===== src/ltx_pkg.sv =====
package ltx_pkg;

  // ----------------------------------------------------------------
  // Widths
  // ----------------------------------------------------------------
  localparam int unsigned DATA_W = 8;
  localparam int unsigned PADDR_W = 16;
  localparam int unsigned PWORD_W = 16;
  localparam int unsigned REG_AW = 3;

  // ----------------------------------------------------------------
  // Register indices on the plain register port
  // ----------------------------------------------------------------
  localparam logic [2:0] REG_ACC = 3'h0;
  localparam logic [2:0] REG_STATUS = 3'h1;
  localparam logic [2:0] REG_TPLOW = 3'h2;
  localparam logic [2:0] REG_TPHIGH = 3'h3;
  localparam logic [2:0] REG_TBLHI = 3'h4;
  localparam logic [2:0] REG_CMD = 3'h5;

  // ----------------------------------------------------------------
  // Field positions
  // ----------------------------------------------------------------
  localparam int unsigned ST_ZERO_POS = 0;
  localparam int unsigned ST_SKIP_POS = 1;
  localparam int unsigned ST_BUSY_POS = 2;
  localparam int unsigned ST_CYC_POS = 4;
  localparam int unsigned CMD_OP_POS = 0;
  localparam int unsigned CMD_BIT_POS = 4;
  localparam int unsigned CMD_ADDR_POS = 8;

  // ----------------------------------------------------------------
  // Reset values and constants
  // ----------------------------------------------------------------
  localparam logic [7:0] ACC_RST = 8'h00;
  localparam logic [7:0] TPLOW_RST = 8'h00;
  localparam logic [7:0] TPHIGH_RST = 8'h00;
  localparam logic [7:0] TBLHI_RST = 8'h00;
  localparam logic [7:0] LAST_PAGE = 8'hff;
  localparam logic [7:0] TP_STEP = 8'h01;
  localparam logic [1:0] CYC_NORMAL = 2'h1;
  localparam logic [1:0] CYC_SKIP = 2'h3;

  // ----------------------------------------------------------------
  // Types
  // ----------------------------------------------------------------
  typedef enum logic [3:0] {
    OP_NIBBLE_SWAP = 4'h0,
    OP_SKIP_NULL = 4'h1,
    OP_SKIP_NULL_MOVE = 4'h2,
    OP_SKIP_BIT_NULL = 4'h3,
    OP_TABLE_GIVEN = 4'h4,
    OP_TABLE_FINAL = 4'h5,
    OP_TABLE_GIVEN_INC = 4'h6,
    OP_TABLE_FINAL_INC = 4'h7,
    OP_XOR_ACC = 4'h8,
    OP_XOR_MEM = 4'h9
  } ltx_op_t;

  typedef enum logic [4:0] {
    ST_IDLE = 5'b00001,
    ST_FETCH = 5'b00010,
    ST_EXEC = 5'b00100,
    ST_SKIP = 5'b01000,
    ST_DUMMY = 5'b10000
  } ltx_state_t;

  typedef struct packed {
    logic [7:0] memAddr;
    logic [2:0] bitSel;
    ltx_op_t op;
  } ltx_cmd_t;

  typedef struct packed {
    logic rdEn;
    logic wrEn;
    logic [7:0] addr;
    logic [7:0] wdata;
  } ltx_dm_req_t;

  typedef struct packed {
    logic rdEn;
    logic [15:0] addr;
  } ltx_pm_req_t;

endpackage

===== src/ltx_exec_unit.sv =====
// Overview of operation
// - Nibble swap loads ACC with swapped memory nibbles; memory and flags untouched.
// - Skip-on-null-byte rewrites the byte unchanged and skips when it is zero.
// - A taken skip adds a dummy fetch, three instruction cycles in all.
// - Skip-with-move copies the byte into ACC and skips on zero, no flags.
// - Bit test skips when the chosen bit is zero, else continues.
// - Given-page table read: word at high:low pointer, low to memory, high to result.
// - Final-page table read uses only low pointer on the last page.
// - Given-page preincrement read bumps low pointer, then reads with new pointer.
// - Final-page preincrement read bumps low pointer, then reads last page.
// - XOR to ACC stores ACC xor memory in ACC, only zero flag changes.
// - XOR to memory stores ACC xor memory in memory, only zero flag changes.
`timescale 1ns/1ps
`default_nettype none
module ltx_exec_unit
  import ltx_pkg::*;
(
  input wire logic ref_clk, // Core clock, 125 MHz
  input wire logic rst_b, // Asynchronous reset, active low
  input wire logic [2:0] regAddr, // Register index
  input wire logic [15:0] regWrData, // Register write data
  input wire logic regWr, // Register write strobe
  input wire logic regRd, // Register read strobe
  output logic [15:0] regRdData, // Read data, cycle after strobe
  output ltx_dm_req_t dmReq, // Data memory request
  input wire logic [7:0] dmRdData, // Data memory read data, cycle after rdEn
  output ltx_pm_req_t pmReq, // Program memory request
  input wire logic [15:0] pmRdData, // Program word, cycle after rdEn
  output logic busy, // Instruction in progress
  output logic skipTaken, // Pulse: the following instruction is skipped
  output logic done // Pulse: instruction finished
);

  // ----------------------------------------------------------------
  // Decode helpers
  // ----------------------------------------------------------------
  function automatic logic isTable(input ltx_op_t op);
    isTable = (op == OP_TABLE_GIVEN) || (op == OP_TABLE_FINAL) ||
              (op == OP_TABLE_GIVEN_INC) || (op == OP_TABLE_FINAL_INC);
  endfunction

  function automatic logic isPreInc(input ltx_op_t op);
    isPreInc = (op == OP_TABLE_GIVEN_INC) || (op == OP_TABLE_FINAL_INC);
  endfunction

  function automatic logic isFinalPage(input ltx_op_t op);
    isFinalPage = (op == OP_TABLE_FINAL) || (op == OP_TABLE_FINAL_INC);
  endfunction

  // ----------------------------------------------------------------
  // State
  // ----------------------------------------------------------------
  ltx_state_t state_ff, nxt_state;
  ltx_cmd_t cmd_ff, nxt_cmd;
  logic [7:0] acc_ff, nxt_acc;
  logic zero_ff, nxt_zero;
  logic [7:0] tpLow_ff, nxt_tpLow;
  logic [7:0] tpHigh_ff, nxt_tpHigh;
  logic [7:0] tblHi_ff, nxt_tblHi;
  logic lastSkip_ff, nxt_lastSkip;
  logic [1:0] cycles_ff, nxt_cycles;
  ltx_dm_req_t dmReq_ff, nxt_dmReq;
  ltx_pm_req_t pmReq_ff, nxt_pmReq;
  logic [15:0] rdData_ff, nxt_rdData;
  logic skipTaken_ff, nxt_skipTaken;
  logic done_ff, nxt_done;
  logic busy_ff, nxt_busy;

  ltx_cmd_t newCmd;
  logic cmdAccept;
  logic swWrite;
  logic skipNow;
  logic [7:0] xorVal;
  logic [7:0] tpLowNew;

  assign newCmd = ltx_cmd_t'({regWrData[CMD_ADDR_POS +: 8], regWrData[CMD_BIT_POS +: 3],
                              regWrData[CMD_OP_POS +: 4]});
  assign cmdAccept = regWr && (regAddr == REG_CMD) && (state_ff == ST_IDLE);
  // Software may not disturb operands while an instruction is in flight
  assign swWrite = regWr && (state_ff == ST_IDLE);
  assign xorVal = acc_ff ^ dmRdData;
  assign tpLowNew = isPreInc(newCmd.op) ? tpLow_ff + TP_STEP : tpLow_ff;

  // ----------------------------------------------------------------
  // Execution sequencer
  // ----------------------------------------------------------------
  always_comb begin
    nxt_state = state_ff;
    nxt_cmd = cmd_ff;
    nxt_acc = acc_ff;
    nxt_zero = zero_ff;
    nxt_tpLow = tpLow_ff;
    nxt_tpHigh = tpHigh_ff;
    nxt_tblHi = tblHi_ff;
    nxt_lastSkip = lastSkip_ff;
    nxt_cycles = cycles_ff;
    nxt_dmReq = '0;
    nxt_pmReq = '0;
    nxt_skipTaken = 1'b0;
    nxt_done = 1'b0;
    skipNow = 1'b0;
    unique case (state_ff)
      ST_IDLE: begin
        if (swWrite && regAddr == REG_ACC) begin
          nxt_acc = regWrData[7:0];
        end
        if (swWrite && regAddr == REG_STATUS) begin
          nxt_zero = regWrData[ST_ZERO_POS];
        end
        if (swWrite && regAddr == REG_TPLOW) begin
          nxt_tpLow = regWrData[7:0];
        end
        if (swWrite && regAddr == REG_TPHIGH) begin
          nxt_tpHigh = regWrData[7:0];
        end
        if (cmdAccept) begin
          nxt_cmd = newCmd;
          nxt_state = ST_FETCH;
          nxt_dmReq.rdEn = ~isTable(newCmd.op);
          nxt_dmReq.addr = newCmd.memAddr;
          nxt_tpLow = tpLowNew;
          nxt_pmReq.rdEn = isTable(newCmd.op);
          // Final page ignores the high pointer entirely
          nxt_pmReq.addr = isFinalPage(newCmd.op) ? {LAST_PAGE, tpLowNew}
                                                  : {tpHigh_ff, tpLowNew};
        end
      end
      ST_FETCH: begin
        nxt_state = ST_EXEC;
      end
      ST_EXEC: begin
        nxt_dmReq.addr = cmd_ff.memAddr;
        unique case (cmd_ff.op)
          OP_NIBBLE_SWAP: begin
            nxt_acc = {dmRdData[3:0], dmRdData[7:4]};
          end
          OP_SKIP_NULL: begin
            nxt_dmReq.wrEn = 1'b1;
            nxt_dmReq.wdata = dmRdData;
            skipNow = (dmRdData == 8'h00);
          end
          OP_SKIP_NULL_MOVE: begin
            nxt_acc = dmRdData;
            skipNow = (dmRdData == 8'h00);
          end
          OP_SKIP_BIT_NULL: begin
            skipNow = ~dmRdData[cmd_ff.bitSel];
          end
          OP_TABLE_GIVEN, OP_TABLE_FINAL, OP_TABLE_GIVEN_INC, OP_TABLE_FINAL_INC: begin
            nxt_dmReq.wrEn = 1'b1;
            nxt_dmReq.wdata = pmRdData[7:0];
            nxt_tblHi = pmRdData[15:8];
          end
          OP_XOR_ACC: begin
            nxt_acc = xorVal;
            nxt_zero = (xorVal == 8'h00);
          end
          OP_XOR_MEM: begin
            nxt_dmReq.wrEn = 1'b1;
            nxt_dmReq.wdata = xorVal;
            nxt_zero = (xorVal == 8'h00);
          end
          default: begin
            // Unassigned codes complete as a plain no-op
          end
        endcase
        nxt_lastSkip = skipNow;
        nxt_skipTaken = skipNow;
        nxt_cycles = skipNow ? CYC_SKIP : CYC_NORMAL;
        nxt_state = skipNow ? ST_SKIP : ST_IDLE;
        nxt_done = ~skipNow;
      end
      ST_SKIP: begin
        nxt_state = ST_DUMMY;
      end
      ST_DUMMY: begin
        // Dummy fetch replaces the skipped instruction
        nxt_state = ST_IDLE;
        nxt_done = 1'b1;
      end
      default: begin
        nxt_state = ST_IDLE;
      end
    endcase
    nxt_busy = (nxt_state != ST_IDLE);
  end

  always_ff @(posedge ref_clk or negedge rst_b) begin
    if (!rst_b) begin
      state_ff <= ST_IDLE;
      cmd_ff <= '0;
      acc_ff <= ACC_RST;
      zero_ff <= 1'b0;
      tpLow_ff <= TPLOW_RST;
      tpHigh_ff <= TPHIGH_RST;
      tblHi_ff <= TBLHI_RST;
      lastSkip_ff <= 1'b0;
      cycles_ff <= 2'h0;
      dmReq_ff <= '0;
      pmReq_ff <= '0;
      skipTaken_ff <= 1'b0;
      done_ff <= 1'b0;
      busy_ff <= 1'b0;
    end else begin
      state_ff <= nxt_state;
      cmd_ff <= nxt_cmd;
      acc_ff <= nxt_acc;
      zero_ff <= nxt_zero;
      tpLow_ff <= nxt_tpLow;
      tpHigh_ff <= nxt_tpHigh;
      tblHi_ff <= nxt_tblHi;
      lastSkip_ff <= nxt_lastSkip;
      cycles_ff <= nxt_cycles;
      dmReq_ff <= nxt_dmReq;
      pmReq_ff <= nxt_pmReq;
      skipTaken_ff <= nxt_skipTaken;
      done_ff <= nxt_done;
      busy_ff <= nxt_busy;
    end
  end

  // ----------------------------------------------------------------
  // Register read port
  // ----------------------------------------------------------------
  always_comb begin
    nxt_rdData = 16'h0000;
    if (regRd) begin
      unique case (regAddr)
        REG_ACC: nxt_rdData = {8'h00, acc_ff};
        REG_STATUS: begin
          nxt_rdData[ST_ZERO_POS] = zero_ff;
          nxt_rdData[ST_SKIP_POS] = lastSkip_ff;
          nxt_rdData[ST_BUSY_POS] = busy_ff;
          nxt_rdData[ST_CYC_POS +: 2] = cycles_ff;
        end
        REG_TPLOW: nxt_rdData = {8'h00, tpLow_ff};
        REG_TPHIGH: nxt_rdData = {8'h00, tpHigh_ff};
        REG_TBLHI: nxt_rdData = {8'h00, tblHi_ff};
        REG_CMD: nxt_rdData = {cmd_ff.memAddr, 1'b0, cmd_ff.bitSel, cmd_ff.op};
        default: nxt_rdData = 16'h0000;
      endcase
    end
  end

  always_ff @(posedge ref_clk or negedge rst_b) begin
    if (!rst_b) begin
      rdData_ff <= 16'h0000;
    end else begin
      rdData_ff <= nxt_rdData;
    end
  end

  assign regRdData = rdData_ff;
  assign dmReq = dmReq_ff;
  assign pmReq = pmReq_ff;
  assign busy = busy_ff;
  assign skipTaken = skipTaken_ff;
  assign done = done_ff;
endmodule
`default_nettype wire


===== config.mk =====
export PLATFORM = sky130hd
export DESIGN_NAME = ltx_exec_unit
export DESIGN_NICKNAME = d
export VERILOG_FILES = /design/src/ltx_pkg.sv /design/src/ltx_exec_unit.sv
export SDC_FILE = /design/constraint.sdc
export NUM_CORES = 1
export LEC_CHECK = 0
export ABC_CLOCK_PERIOD_IN_PS = 2900
export BUFFER_PORTS_ARGS = -buffer_cell sky130_fd_sc_hd__buf_2
export CAP_MARGIN = 20
export CORE_MARGIN = 2
export CORE_UTILIZATION = 50
export DETAILED_ROUTE_END_ITERATION = 7
export PLACE_DENSITY = 0.81
export SLEW_MARGIN = 20
export SYNTH_ARGS = -nofsm -noshare
export SYNTH_HDL_FRONTEND = slang
export SYNTH_SLANG_ARGS = --single-unit

===== constraint.sdc =====
create_clock -name ref_clk -period 2.9 [get_ports ref_clk]
set_clock_uncertainty 0.15 [all_clocks]
set_input_delay 0.435 -clock ref_clk [delete_from_list [all_inputs] [get_ports ref_clk]]
set_output_delay 0.435 -clock ref_clk [all_outputs]
set_load 0.05 [all_outputs]

[Word-level counts from Yosys, hierarchy flattened]
Index checks and enable logic that the tools add are counted.
Widths: inputs -> output; s select.
Operators by class
  $add $sub $neg: 1
  $mul: 0
  div/mod/pow operators: 0
  $lt $le $gt $ge: 1
  equality and inequality tests: 28
  shifts and indexed selects: 0
  muxes and demuxes: 35
  bitwise operators: 4
  reduce and logical (&&, ||, !) cells: 28
Operators with widths (number)
  $pmux 10 s5: 1
  $mux 8: 6
  $pmux 8 s3: 2
  $mux 17: 2
  $eq 4x3->1 const B: 8
  $mux 16: 2
  $pmux 8 s2: 2
  $pmux 5 s4: 1
  $pmux 3 s6: 1
  $logic_not 8->1: 2
  $pmux 2 s6: 1
  $mux 1: 9
  $add 8x1->8 const B: 1
  $eq 4x2->1 const B: 2
  $eq 4x4->1 const B: 2
  $reduce_and 2->1: 4
  $xor 8x8->8: 1
  $logic_and 1x1->1: 7
  $eq 3x2->1 const B: 2
  $eq 3x3->1 const B: 2
  $pmux 1 s2: 3
  $reduce_and 3->1: 2
  $reduce_or 6->1: 1
  $eq 5x1->1 const B: 1
  23 further kinds: 32
Word-level totals
  bits in registers: 110
  latch bits: 0
  RAM bits: 0
  memory bits (read-only): 0
  input port bits: 47
  output and inout bits: 54
  word-level logic and storage cells: 118
  memories kept: 0

[Logic depth before layout (Yosys ltp)]
Gate-level depths: netlist (run 1).
  depth in word-level cells: 8
  depth in mapped cells: 7
  gate-level depth less buffers: 5

[Worst setup path after synthesis (run 1)]
No wires, ideal clock.
  kind: input -> register
  start: input port dmRdData[7]
  end: register zero_ff
  setup time: 0.070 ns
  data arrival time: 1.712 ns
  required time: 2.680 ns
  setup slack: 0.969 ns
  cell stages on the path: 5
  path buffers: 1
  path through: clkbuf_1 > xor2_1 > or4_1 > or4_1 > nand3b_1
On the way
  word-level cells in the longest chain between the ends: 4
RTL lines
  from (decl): RTL line ltx_exec_unit.sv:26  | input wire logic [7:0] dmRdData,
  $xor 8x8->8: RTL line ltx_exec_unit.sv:81  | assign xorVal = acc_ff ^ dmRdData;
  $logic_not 8->1: RTL line ltx_exec_unit.sv:156, ltx_exec_unit.sv:161
  $mux 1
  $pmux 1 s2: RTL line ltx_exec_unit.sv:102  | unique case (state_ff)
  to (signal assigned): RTL line ltx_exec_unit.sv:208  | zero_ff <= nxt_zero;
  to (decl): RTL line ltx_exec_unit.sv:56  | logic zero_ff, nxt_zero;
No other way between the ends. The select of a mux whose other input is x is not followed.
A chain may end at the register's enable or synchronous reset.

[Final worst setup path (run 1)]
  start: register cmd_ff[3] in the netlist's numbering
  end: register done_ff (netlist: done)
On the way
  word-level cells in the longest chain between the ends: 6
  elaborated cells between the ends (all ways): 8
  classes of those cells: eq/ne (3); mux (3); bitwise (1); reduce/logical (1)
RTL lines
  from (decl): RTL line ltx_exec_unit.sv:54  | ltx_cmd_t cmd_ff, nxt_cmd;
  from (signal assigned): RTL line ltx_exec_unit.sv:206  | cmd_ff <= nxt_cmd;
  $eq 4x1->1 / $eq 4x2->1 (equally long branches): RTL line ltx_exec_unit.sv:133  | unique case (cmd_ff.op)
  $reduce_or 2->1 (no line)
  $pmux 1 s2 *: RTL line ltx_exec_unit.sv:133
  $mux 1 *: RTL line ltx_exec_unit.sv:102
  $not 1->1 *: RTL line ltx_exec_unit.sv:171  | nxt_done = ~skipNow;
  $pmux 1 s2 *: RTL line ltx_exec_unit.sv:102
  via nxt_done: RTL line ltx_exec_unit.sv:66  | logic done_ff, nxt_done;
  to (signal assigned): RTL line ltx_exec_unit.sv:217  | done_ff <= nxt_done;
  to (decl): RTL line ltx_exec_unit.sv:66
The timed path passes the listed nets; every way through them passes the cells marked *. The select of a mux whose other input is x is not followed.

==> results of run 1 <==
kinds of logic (layout without fill, tap and decap cells):
group / after synthesis / in the layout / share of synthesized area [%]
compound gates: 118 / 118 / 15.4
xor+xnor: 15 / 15 / 2.36
fa+ha+maj: 1 / 1 / 0.225
buf+inv: 50 / 137 / 4.00
flops: 109 / 109 / 49.0
mux: 42 / 42 / 9.12
simple gates: 203 / 203 / 20.0
synthesized netlist by cell type, drive strengths merged (7+ instances only):
cell      n  area, um2
nor2b     7       43.8
inv      12       45.0
nor3      9       45.0
mux2i    17        170
buf      19        105
o21a      8       60.1
nor2     42        181
a22oi    11       82.6
mux2     20        225
dfrtp   108       2700
nand3    10       62.6
a32o      8       80.1
o211ai    7       52.6
clkbuf   19       72.6
and2     16        100
nand3b    9       67.6
o21ai    22        110
a21o      8       60.1
nand2b    7       43.8
xnor2    12        105
a21oi    19       95.1
o211a     8       80.1
nand2    66        248
path summary, 6_finish.rpt:
check                              startpoint    endpoint  slack [ns]  cells after the start
worst min-delay path            regWrData[10]   cmd_ff[9]        0.12                      3
worst max-delay path                cmd_ff[3]        done        0.60                      4
worst min register to register     cmd_ff[12]   dmReq[13]        0.34                      2
worst max register to register      cmd_ff[3]        done        0.60                      4
min in group asynchronous               rst_b  cmd_ff[10]        0.49                      3
max in group asynchronous               rst_b   acc_ff[5]        1.66                      3
worst reg2reg max path, cell delays in order (launching register included):
cell,delay [ns]
dfrtp_1,0.55
or4b_1,0.75
a211oi_2,0.41
a211oi_2,0.11
a31o_1,0.21
flip-flops by register name, summed over array words and instances, names as in the netlist:
signal	flops
tpHigh_ff	8
lastSkip_ff	1
zero_ff	1
skipTaken	1
tpLow_ff	8
cycles_ff	1
cmd_ff	15
done	1
dmReq	18
busy	1
pmReq	17
tblHi_ff	8
state_ff	5
regRdData	16
acc_ff	8
power by group through the flow:
| stage | Clock, mW | Combinational [mW] | Sequential [mW] |
|---|---|---|---|
| 2_1_floorplan | 0 | 0.549 | 1.86 |
| 3_3_place_gp | 0 | 0.754 | 1.90 |
| 4_1_cts | 0.910 | 0.777 | 1.88 |
| 5_1_grt | 0.967 | 0.857 | 1.91 |
| 6_report | 0.891 | 0.780 | 1.89 |
| 3_5_place_dp | 0 | 0.769 | 1.91 |
area by class of cell:
cell class,count,share of cell area [%]
inverters,12,0.709
clock inverters,7,1.08
repair buffers,109,9.22
clock buffers,9,1.95
multi-input cells,379,41.3
flip-flops and latches,109,43.0
well taps,140,2.76
cells in the final DEF, fill, tap and decap left out, drive strengths merged, types with 5 or more instances in the layout:
cell     instances
nand4            6
o21a             8
o2bb2ai          5
nand2           66
nand3           10
or4              5
mux4             5
dfrtp          108
clkbuf           9
a22oi           11
and2            16
nor3             9
xnor2           12
nor2b            7
mux2i           17
a21oi           19
mux2            20
inv             14
o21ai           22
a32o             8
o211ai           7
a21o             8
o211a            8
buf            108
nor2            42
nand2b           7
and3             5
nand3b           9
layer usage:
| layer | part of all wire (%) | wire length (um) | track usage [%] |
|---|---|---|---|
| met2 | 45 | 6530 | 38.6 |
| met4 | 2.6 | 380 | 10.6 |
| met3 | 8.4 | 1210 | 4.21 |
| met5 | 0 | 0 | 0 |
| met1 | 44 | 6320 | 36.1 |
metrics by stage:
step	utilization [%]	hold WS, ns	power (mW)	worst slack (ns)	instances
after floorplan	-	-0.0106	2.41	0.969	538
after global placement	56.7	0.316	2.65	0.665	748
after detailed placement	56.7	0.322	2.68	0.674	748
after CTS	58.6	0.110	3.56	0.636	765
after global routing	58.6	0.119	3.73	0.537	765
final	58.6	0.123	3.56	0.602	765
==> run_results.csv, run 1 <==
group,metric,value,unit
grt,grt_max_degree,110,
cts,cts.htree.levels,3,
worst_setup_path,crit_path_max_fanout,11,
power,power_density,560,nW/um2
floorplan,die_area,12000,um2
power,seqPwrFrac,53.0,%
cts,clock_path_buffers,2,
yosys,synth-async-reset-ratio,100,%
worst_setup_path,critical_path_class,"reg -> reg",
worst_setup_path,path_cells,"or4b_1 -> a211oi_2 -> a211oi_2 -> a31o_1",
worst_setup_path,cp.arrival,2.42,ns
yosys,syn_inst,538,
worst_setup_path,worst_path_largest_cell_delay,0.75,ns
power,ir_drop,0.276,mV
yosys,synth_edf_count,0,
grt,antenna_found_initial,0,
worst_setup_path,critPathBufInv,0,
worst_setup_path,cpMostUsedCell,"a211oi_2",
route,drc,0,
yosys,synth_seq_cells,109,
sta,worst_pin_slew,0.784,ns
yosys,syn_nets,586,
grt,grt_pass1_vias,4338,
placed_design,dp_hpwl,10300,um
sta,max_freq,0.435,GHz
yosys,avgSynthCellArea,10.4,um2
worst_setup_path,critical-path-top-delay-family,"simple AND/OR/NAND/NOR gates",
power,leakagePower,3.18,nW
yosys,ys_seq_area_share,49.0,%
power,p_switching,1.22,mW
route,first_pass_iters,6,
sta,setup_viol,0,
power,swShare,34.3,%
floorplan,start_util,51.4,%
placed_design,port_buffers,100,
sta,rsz0062_at_grt,"false",
sta,hold_viol,0,
worst_hold_path,min-delay-path-class,"in -> reg",
sta,setup_tns,0,ns
power,p_comb_share,21.9,%
grt,overflow,0,
cts,cts_hold_buf,1,
cells_and_area,fin_area,6350,um2
cells_and_area,multi_input_area,2630,um2
grt,grt_util_all_layers,25.4,%
cells_and_area,regArea,2730,um2
cts,cts_buffers,9,
worst_setup_path,cp-end-kind,"flip-flop",
yosys,synth_ff_type,"dfrtp_1",
route,drt_wl_total,14400,um
route,ant_nets,0,
power,power.clock.fraction,25.0,%
worst_setup_path,cp_data_required_time,3.02,ns
route,wl_per_cell,18.9,um
sta,drv_slew,0,
sta,finalCritPeriodShare,79.2,%
cts,clk_latency,0.38,ns
sta,fin_crit,2.30,ns
cts,clockRootBuffer,"clkbuf_8",
floorplan,core-area,10800,um2
cts,cts.sinks,109,
floorplan,die_h,110,um
grt,grt_pass1_wl,23000,um
placed_design,place_congestion,0.934,
cells_and_area,antennaDiodeCount,0,
sta,max_slew_margin,47.5,%
yosys,ys_types,65,
job,max_cap_violations,0,
cells_and_area,drive_gt1_share,26.6,%
cells_and_area,area_growth,14.0,%
placed_design,dpl-instance-area,6140,um2
worst_setup_path,worst_path_max_delay_cell,"or4b_1",
route,drt_iter0_markers,368,
cells_and_area,nFillCells,913,
outcome,outcome,"completed",
cts,post_cts_buffers,0,
floorplan,num_rows,38,
yosys,syn_area,5570,um2
cts,cts_tree,"yes",
yosys,yosysWarnings,0,
floorplan,die_x,110,um
power,intPower,2.34,mW
worst_setup_path,start_kind,"flip-flop",
floorplan,pin_count,101,
route,via_per_inst,5.92,
cts,clk_pin_slew,0.11,ns
cells_and_area,nets,668,
route,vias,4530,
cts,post_cts_resized,0,
Note: power is estimated with default switching activity, not from simulation.
==> run 2: changes to the inputs <==
--- a/config.mk
+++ b/config.mk
@@ -5,13 +5,14 @@
 export SDC_FILE = /design/constraint.sdc
 export NUM_CORES = 1
 export LEC_CHECK = 0
-export ABC_CLOCK_PERIOD_IN_PS = 2900
+export ABC_AREA = 1
+export ABC_CLOCK_PERIOD_IN_PS = 2000
 export BUFFER_PORTS_ARGS = -buffer_cell sky130_fd_sc_hd__buf_2
 export CAP_MARGIN = 20
 export CORE_MARGIN = 2
 export CORE_UTILIZATION = 50
 export DETAILED_ROUTE_END_ITERATION = 7
-export PLACE_DENSITY = 0.81
+export PLACE_DENSITY = 0.84
 export SLEW_MARGIN = 20
 export SYNTH_ARGS = -nofsm -noshare
 export SYNTH_HDL_FRONTEND = slang
==> constraint.sdc (replaced) <==
create_clock -name ref_clk -period 2 [get_ports ref_clk]
set_clock_uncertainty 0.15 [all_clocks]
set_input_delay 0.3 -clock ref_clk [delete_from_list [all_inputs] [get_ports ref_clk]]
set_output_delay 0.3 -clock ref_clk [all_outputs]
set_load 0.05 [all_outputs]
==> run_results.csv, run 2 <==
group,metric,value,unit
worst_setup_path,cp-end-kind,"flip-flop",
sta,setup_tns,0,ns
floorplan,die_area,11200,um2
yosys,yosysTopAreaCell,"dfrtp_1",
yosys,avgSynthCellArea,8.11,um2
worst_setup_path,cpMostUsedCell,"nand2_1",
sta,setup_viol,0,
power,power,6.59,mW
route,met2_length,6290,um
worst_setup_path,reg2reg_depth,9,
yosys,ys_types,33,
grt,grt_max_degree,81,
sta,rsz0062_at_grt,"false",
yosys,synth_ff_type,"dfrtp_1",
worst_setup_path,cp.arrival,2.04,ns
power,p_switching,2.71,mW
sta,drv_slew,0,
route,vias,4757,
yosys,yosysTopAreaCellShare,52.3,%
cts,cts.htree.levels,3,
power,p_comb_share,32.5,%
cells_and_area,drive_gt1_share,21.2,%
worst_setup_path,critPathBufInv,4,
floorplan,die_x,106,um
sta,fin_crit,1.87,ns
cts,cts_buffers,9,
power,ir_drop,0.509,mV
yosys,syn_area,5170,um2
grt,grt_pass1_vias,4461,
yosys,synth_edf_count,0,
worst_setup_path,r2r_setup_slack,0.16,ns
yosys,synth-async-reset-ratio,100,%
cells_and_area,final_cell_mix,"184 x nand2_1, 108 x dfrtp_1, 99 x buf_2",
outcome,outcome,"completed",
worst_setup_path,crit_path_max_fanout,8,
worst_setup_path,worst_path_largest_cell_delay,0.53,ns
route,wl_met3,1090,um
grt,grt_util_all_layers,24.5,%
worst_setup_path,worstReg2RegEnd,"tpLow_ff[0]",
power,swShare,41.1,%
cts,cts.sinks,109,
power,power_density,1050,nW/um2
cells_and_area,final_common_cell,"nand2_1",
floorplan,start_util,50.7,%
sta,worst_pin_slew,0.608,ns
cells_and_area,antennaDiodeCount,0,
sta,max_freq,0.533,GHz
grt,overflow,0,
route,via_per_inst,5.25,
route,routedLengthMet1,5680,um
worst_hold_path,whs_path_depth,3,
worst_hold_path,min_to,"dmReq[1]",
yosys,syn_inst,637,
worst_setup_path,cp_data_required_time,2.17,ns
cells_and_area,nets,813,
yosys,ys_seq_area_share,52.8,%
worst_setup_path,worst_path_max_delay_cell,"dlygate4sd3_1",
cts,clockRootBuffer,"clkbuf_8",
placed_design,dp_hpwl,9790,um
worst_setup_path,critical-path-top-delay-family,"buffers and inverters",
worst_hold_path,min-delay-path-class,"in -> reg",
worst_setup_path,path_cells,"dlygate4sd3_1 -> buf_2 -> inv_2 -> nand2_1 -> nor2_2 -> inv_1 -> nand2_1 -> nand2_1 -> nor2_1 -> nor2_1 -> a21oi_1",
cells_and_area,area_growth,21.2,%
grt,antenna_found_initial,0,
floorplan,core-area,10200,um2
route,first_pass_iters,7,
power,power.clock.fraction,20.6,%
yosys,synth_seq_cells,109,
cts,clock_path_buffers,2,
sta,max_slew_margin,59.4,%
yosys,synth_common_cells,"184 x nand2_1, 108 x dfrtp_1, 72 x inv_1, 71 x nor2_1, 42 x nand3_1",
sta,hold_viol,0,
power,leakagePower,3.42,nW
yosys,ys_top_cells_by_area,"dfrtp_1 52%, nand2_1 13%, inv_1 5.2%, nor2_1 5.2%, nand3_1 4.1%",
grt,grt_pass1_wl,21400,um
power,intPower,3.88,mW
yosys,synth.most_common_cell,"nand2_1",
yosys,syn_nets,685,
worst_setup_path,reg2reg_from,"state_ff[3]",
route,drt_wl_total,13400,um
cells_and_area,largest_register_ffs,18,
floorplan,pin_count,101,
cts,cts_tree,"yes",
worst_setup_path,start_kind,"input pin",
job,max_cap_violations,0,
route,highest_layer,"met4",
placed_design,port_buffers,100,
yosys,yosysWarnings,0,
sta,finalCritPeriodShare,93.7,%
floorplan,num_rows,37,
cts,clk_latency,0.39,ns
floorplan,die_h,106,um
placed_design,place_congestion,0.956,
cts,post_cts_buffers,0,
route,drt_iter0_markers,478,
route,ant_nets,0,
route,drc,0,
worst_setup_path,critical_path_class,"in -> reg",
cts,clk_pin_slew,0.12,ns
power,seqPwrFrac,46.9,%
route,wl_per_cell,14.8,um
worst_hold_path,hp-start,"pmRdData[1]",
run 2: cell count changes after synthesis, sizes merged, moves of 11 or more:
cell,before,now
clkbuf,19,4
a22oi,11,0
nand3,10,45
mux2i,17,0
nand2,66,189
inv,12,83
o21ai,22,48
mux2,20,0
nor2,42,82
buf,19,7
and2,16,0
run 2: cells by family (layout without fill, tap and decap cells):
logic type	after synthesis	count (layout)	synth area share [%]
compound gates	87	87	9.45
xor+xnor	10	10	1.70
fa+ha+maj	1	1	0.242
buf+inv	94	227	7.34
flops	109	109	52.8
simple gates	336	336	28.5
run 2: layout make-up:
| cell class | instances | area, um2 |
|---|---|---|
| clock buffers | 9 | 124 |
| flip-flops and latches | 109 | 2730 |
| fillers | 867 | 3930 |
| inverters | 83 | 314 |
| repair buffers | 128 | 768 |
| well taps | 136 | 170 |
| clock inverters | 7 | 87.6 |
| multi-input cells | 434 | 2070 |
run 2: repair_timing:
item	CTS	global route
setup endpoints to repair	0	3
hold endpoints to repair	126	0
resized for setup	0	2
hold buffers	17	0
run 2: power groups by stage:
stage / registers (mW) / clock network [mW] / logic, mW
after floorplan: 3.17 / 0 / 1.37
after CTS: 3.08 / 1.37 / 2.10
final: 3.09 / 1.36 / 2.14
after global placement: 3.09 / 0 / 1.99
after global routing: 3.14 / 1.47 / 2.38
after detailed placement: 3.12 / 0 / 2.06
run 2: worst max path at each step:
stage                 start          end  slack, ns  cells after the start
2_1_floorplan   state_ff[0]    acc_ff[3]       0.35                      7
3_3_place_gp    state_ff[0]     dmReq[5]       0.14                      6
3_5_place_dp    state_ff[0]     dmReq[5]       0.14                      6
4_1_cts         state_ff[0]     dmReq[5]       0.12                      6
5_1_grt           cmd_ff[2]  tblHi_ff[4]      0.007                      7
6_report       regWrData[3]  tpLow_ff[0]       0.13                     11
run 2: layer usage:
metal,track usage (%),vias up
li1,-,2283
met1,32.9,2167
met2,40.5,263
met3,4.14,44
met4,8.55,0
met5,0,-
run 2: per-stage QoR:
step                      hold slack (ns)  setup slack [ns]  cell area [um2]  utilization [%]  std cells
after floorplan                    -0.146             0.346             5170                -        637
after global placement              0.204             0.144             5870             57.6        873
after detailed placement            0.213             0.135             5870             57.6        873
after CTS                         0.00938             0.123             6250             61.4        906
after global routing               0.0187           0.00671             6260             61.5        906
final                              0.0153             0.125             6260             61.5        906
run 2: worst reg2reg max path: stages (launching register included):
cell     delay (ns)
dfrtp_1        0.42
nor2_2         0.16
nand2_1        0.12
nor2_4         0.15
nand2_2        0.12
inv_2          0.10
nand2_1        0.15
nor2_1         0.21
nor2_1         0.06
a21oi_1        0.14
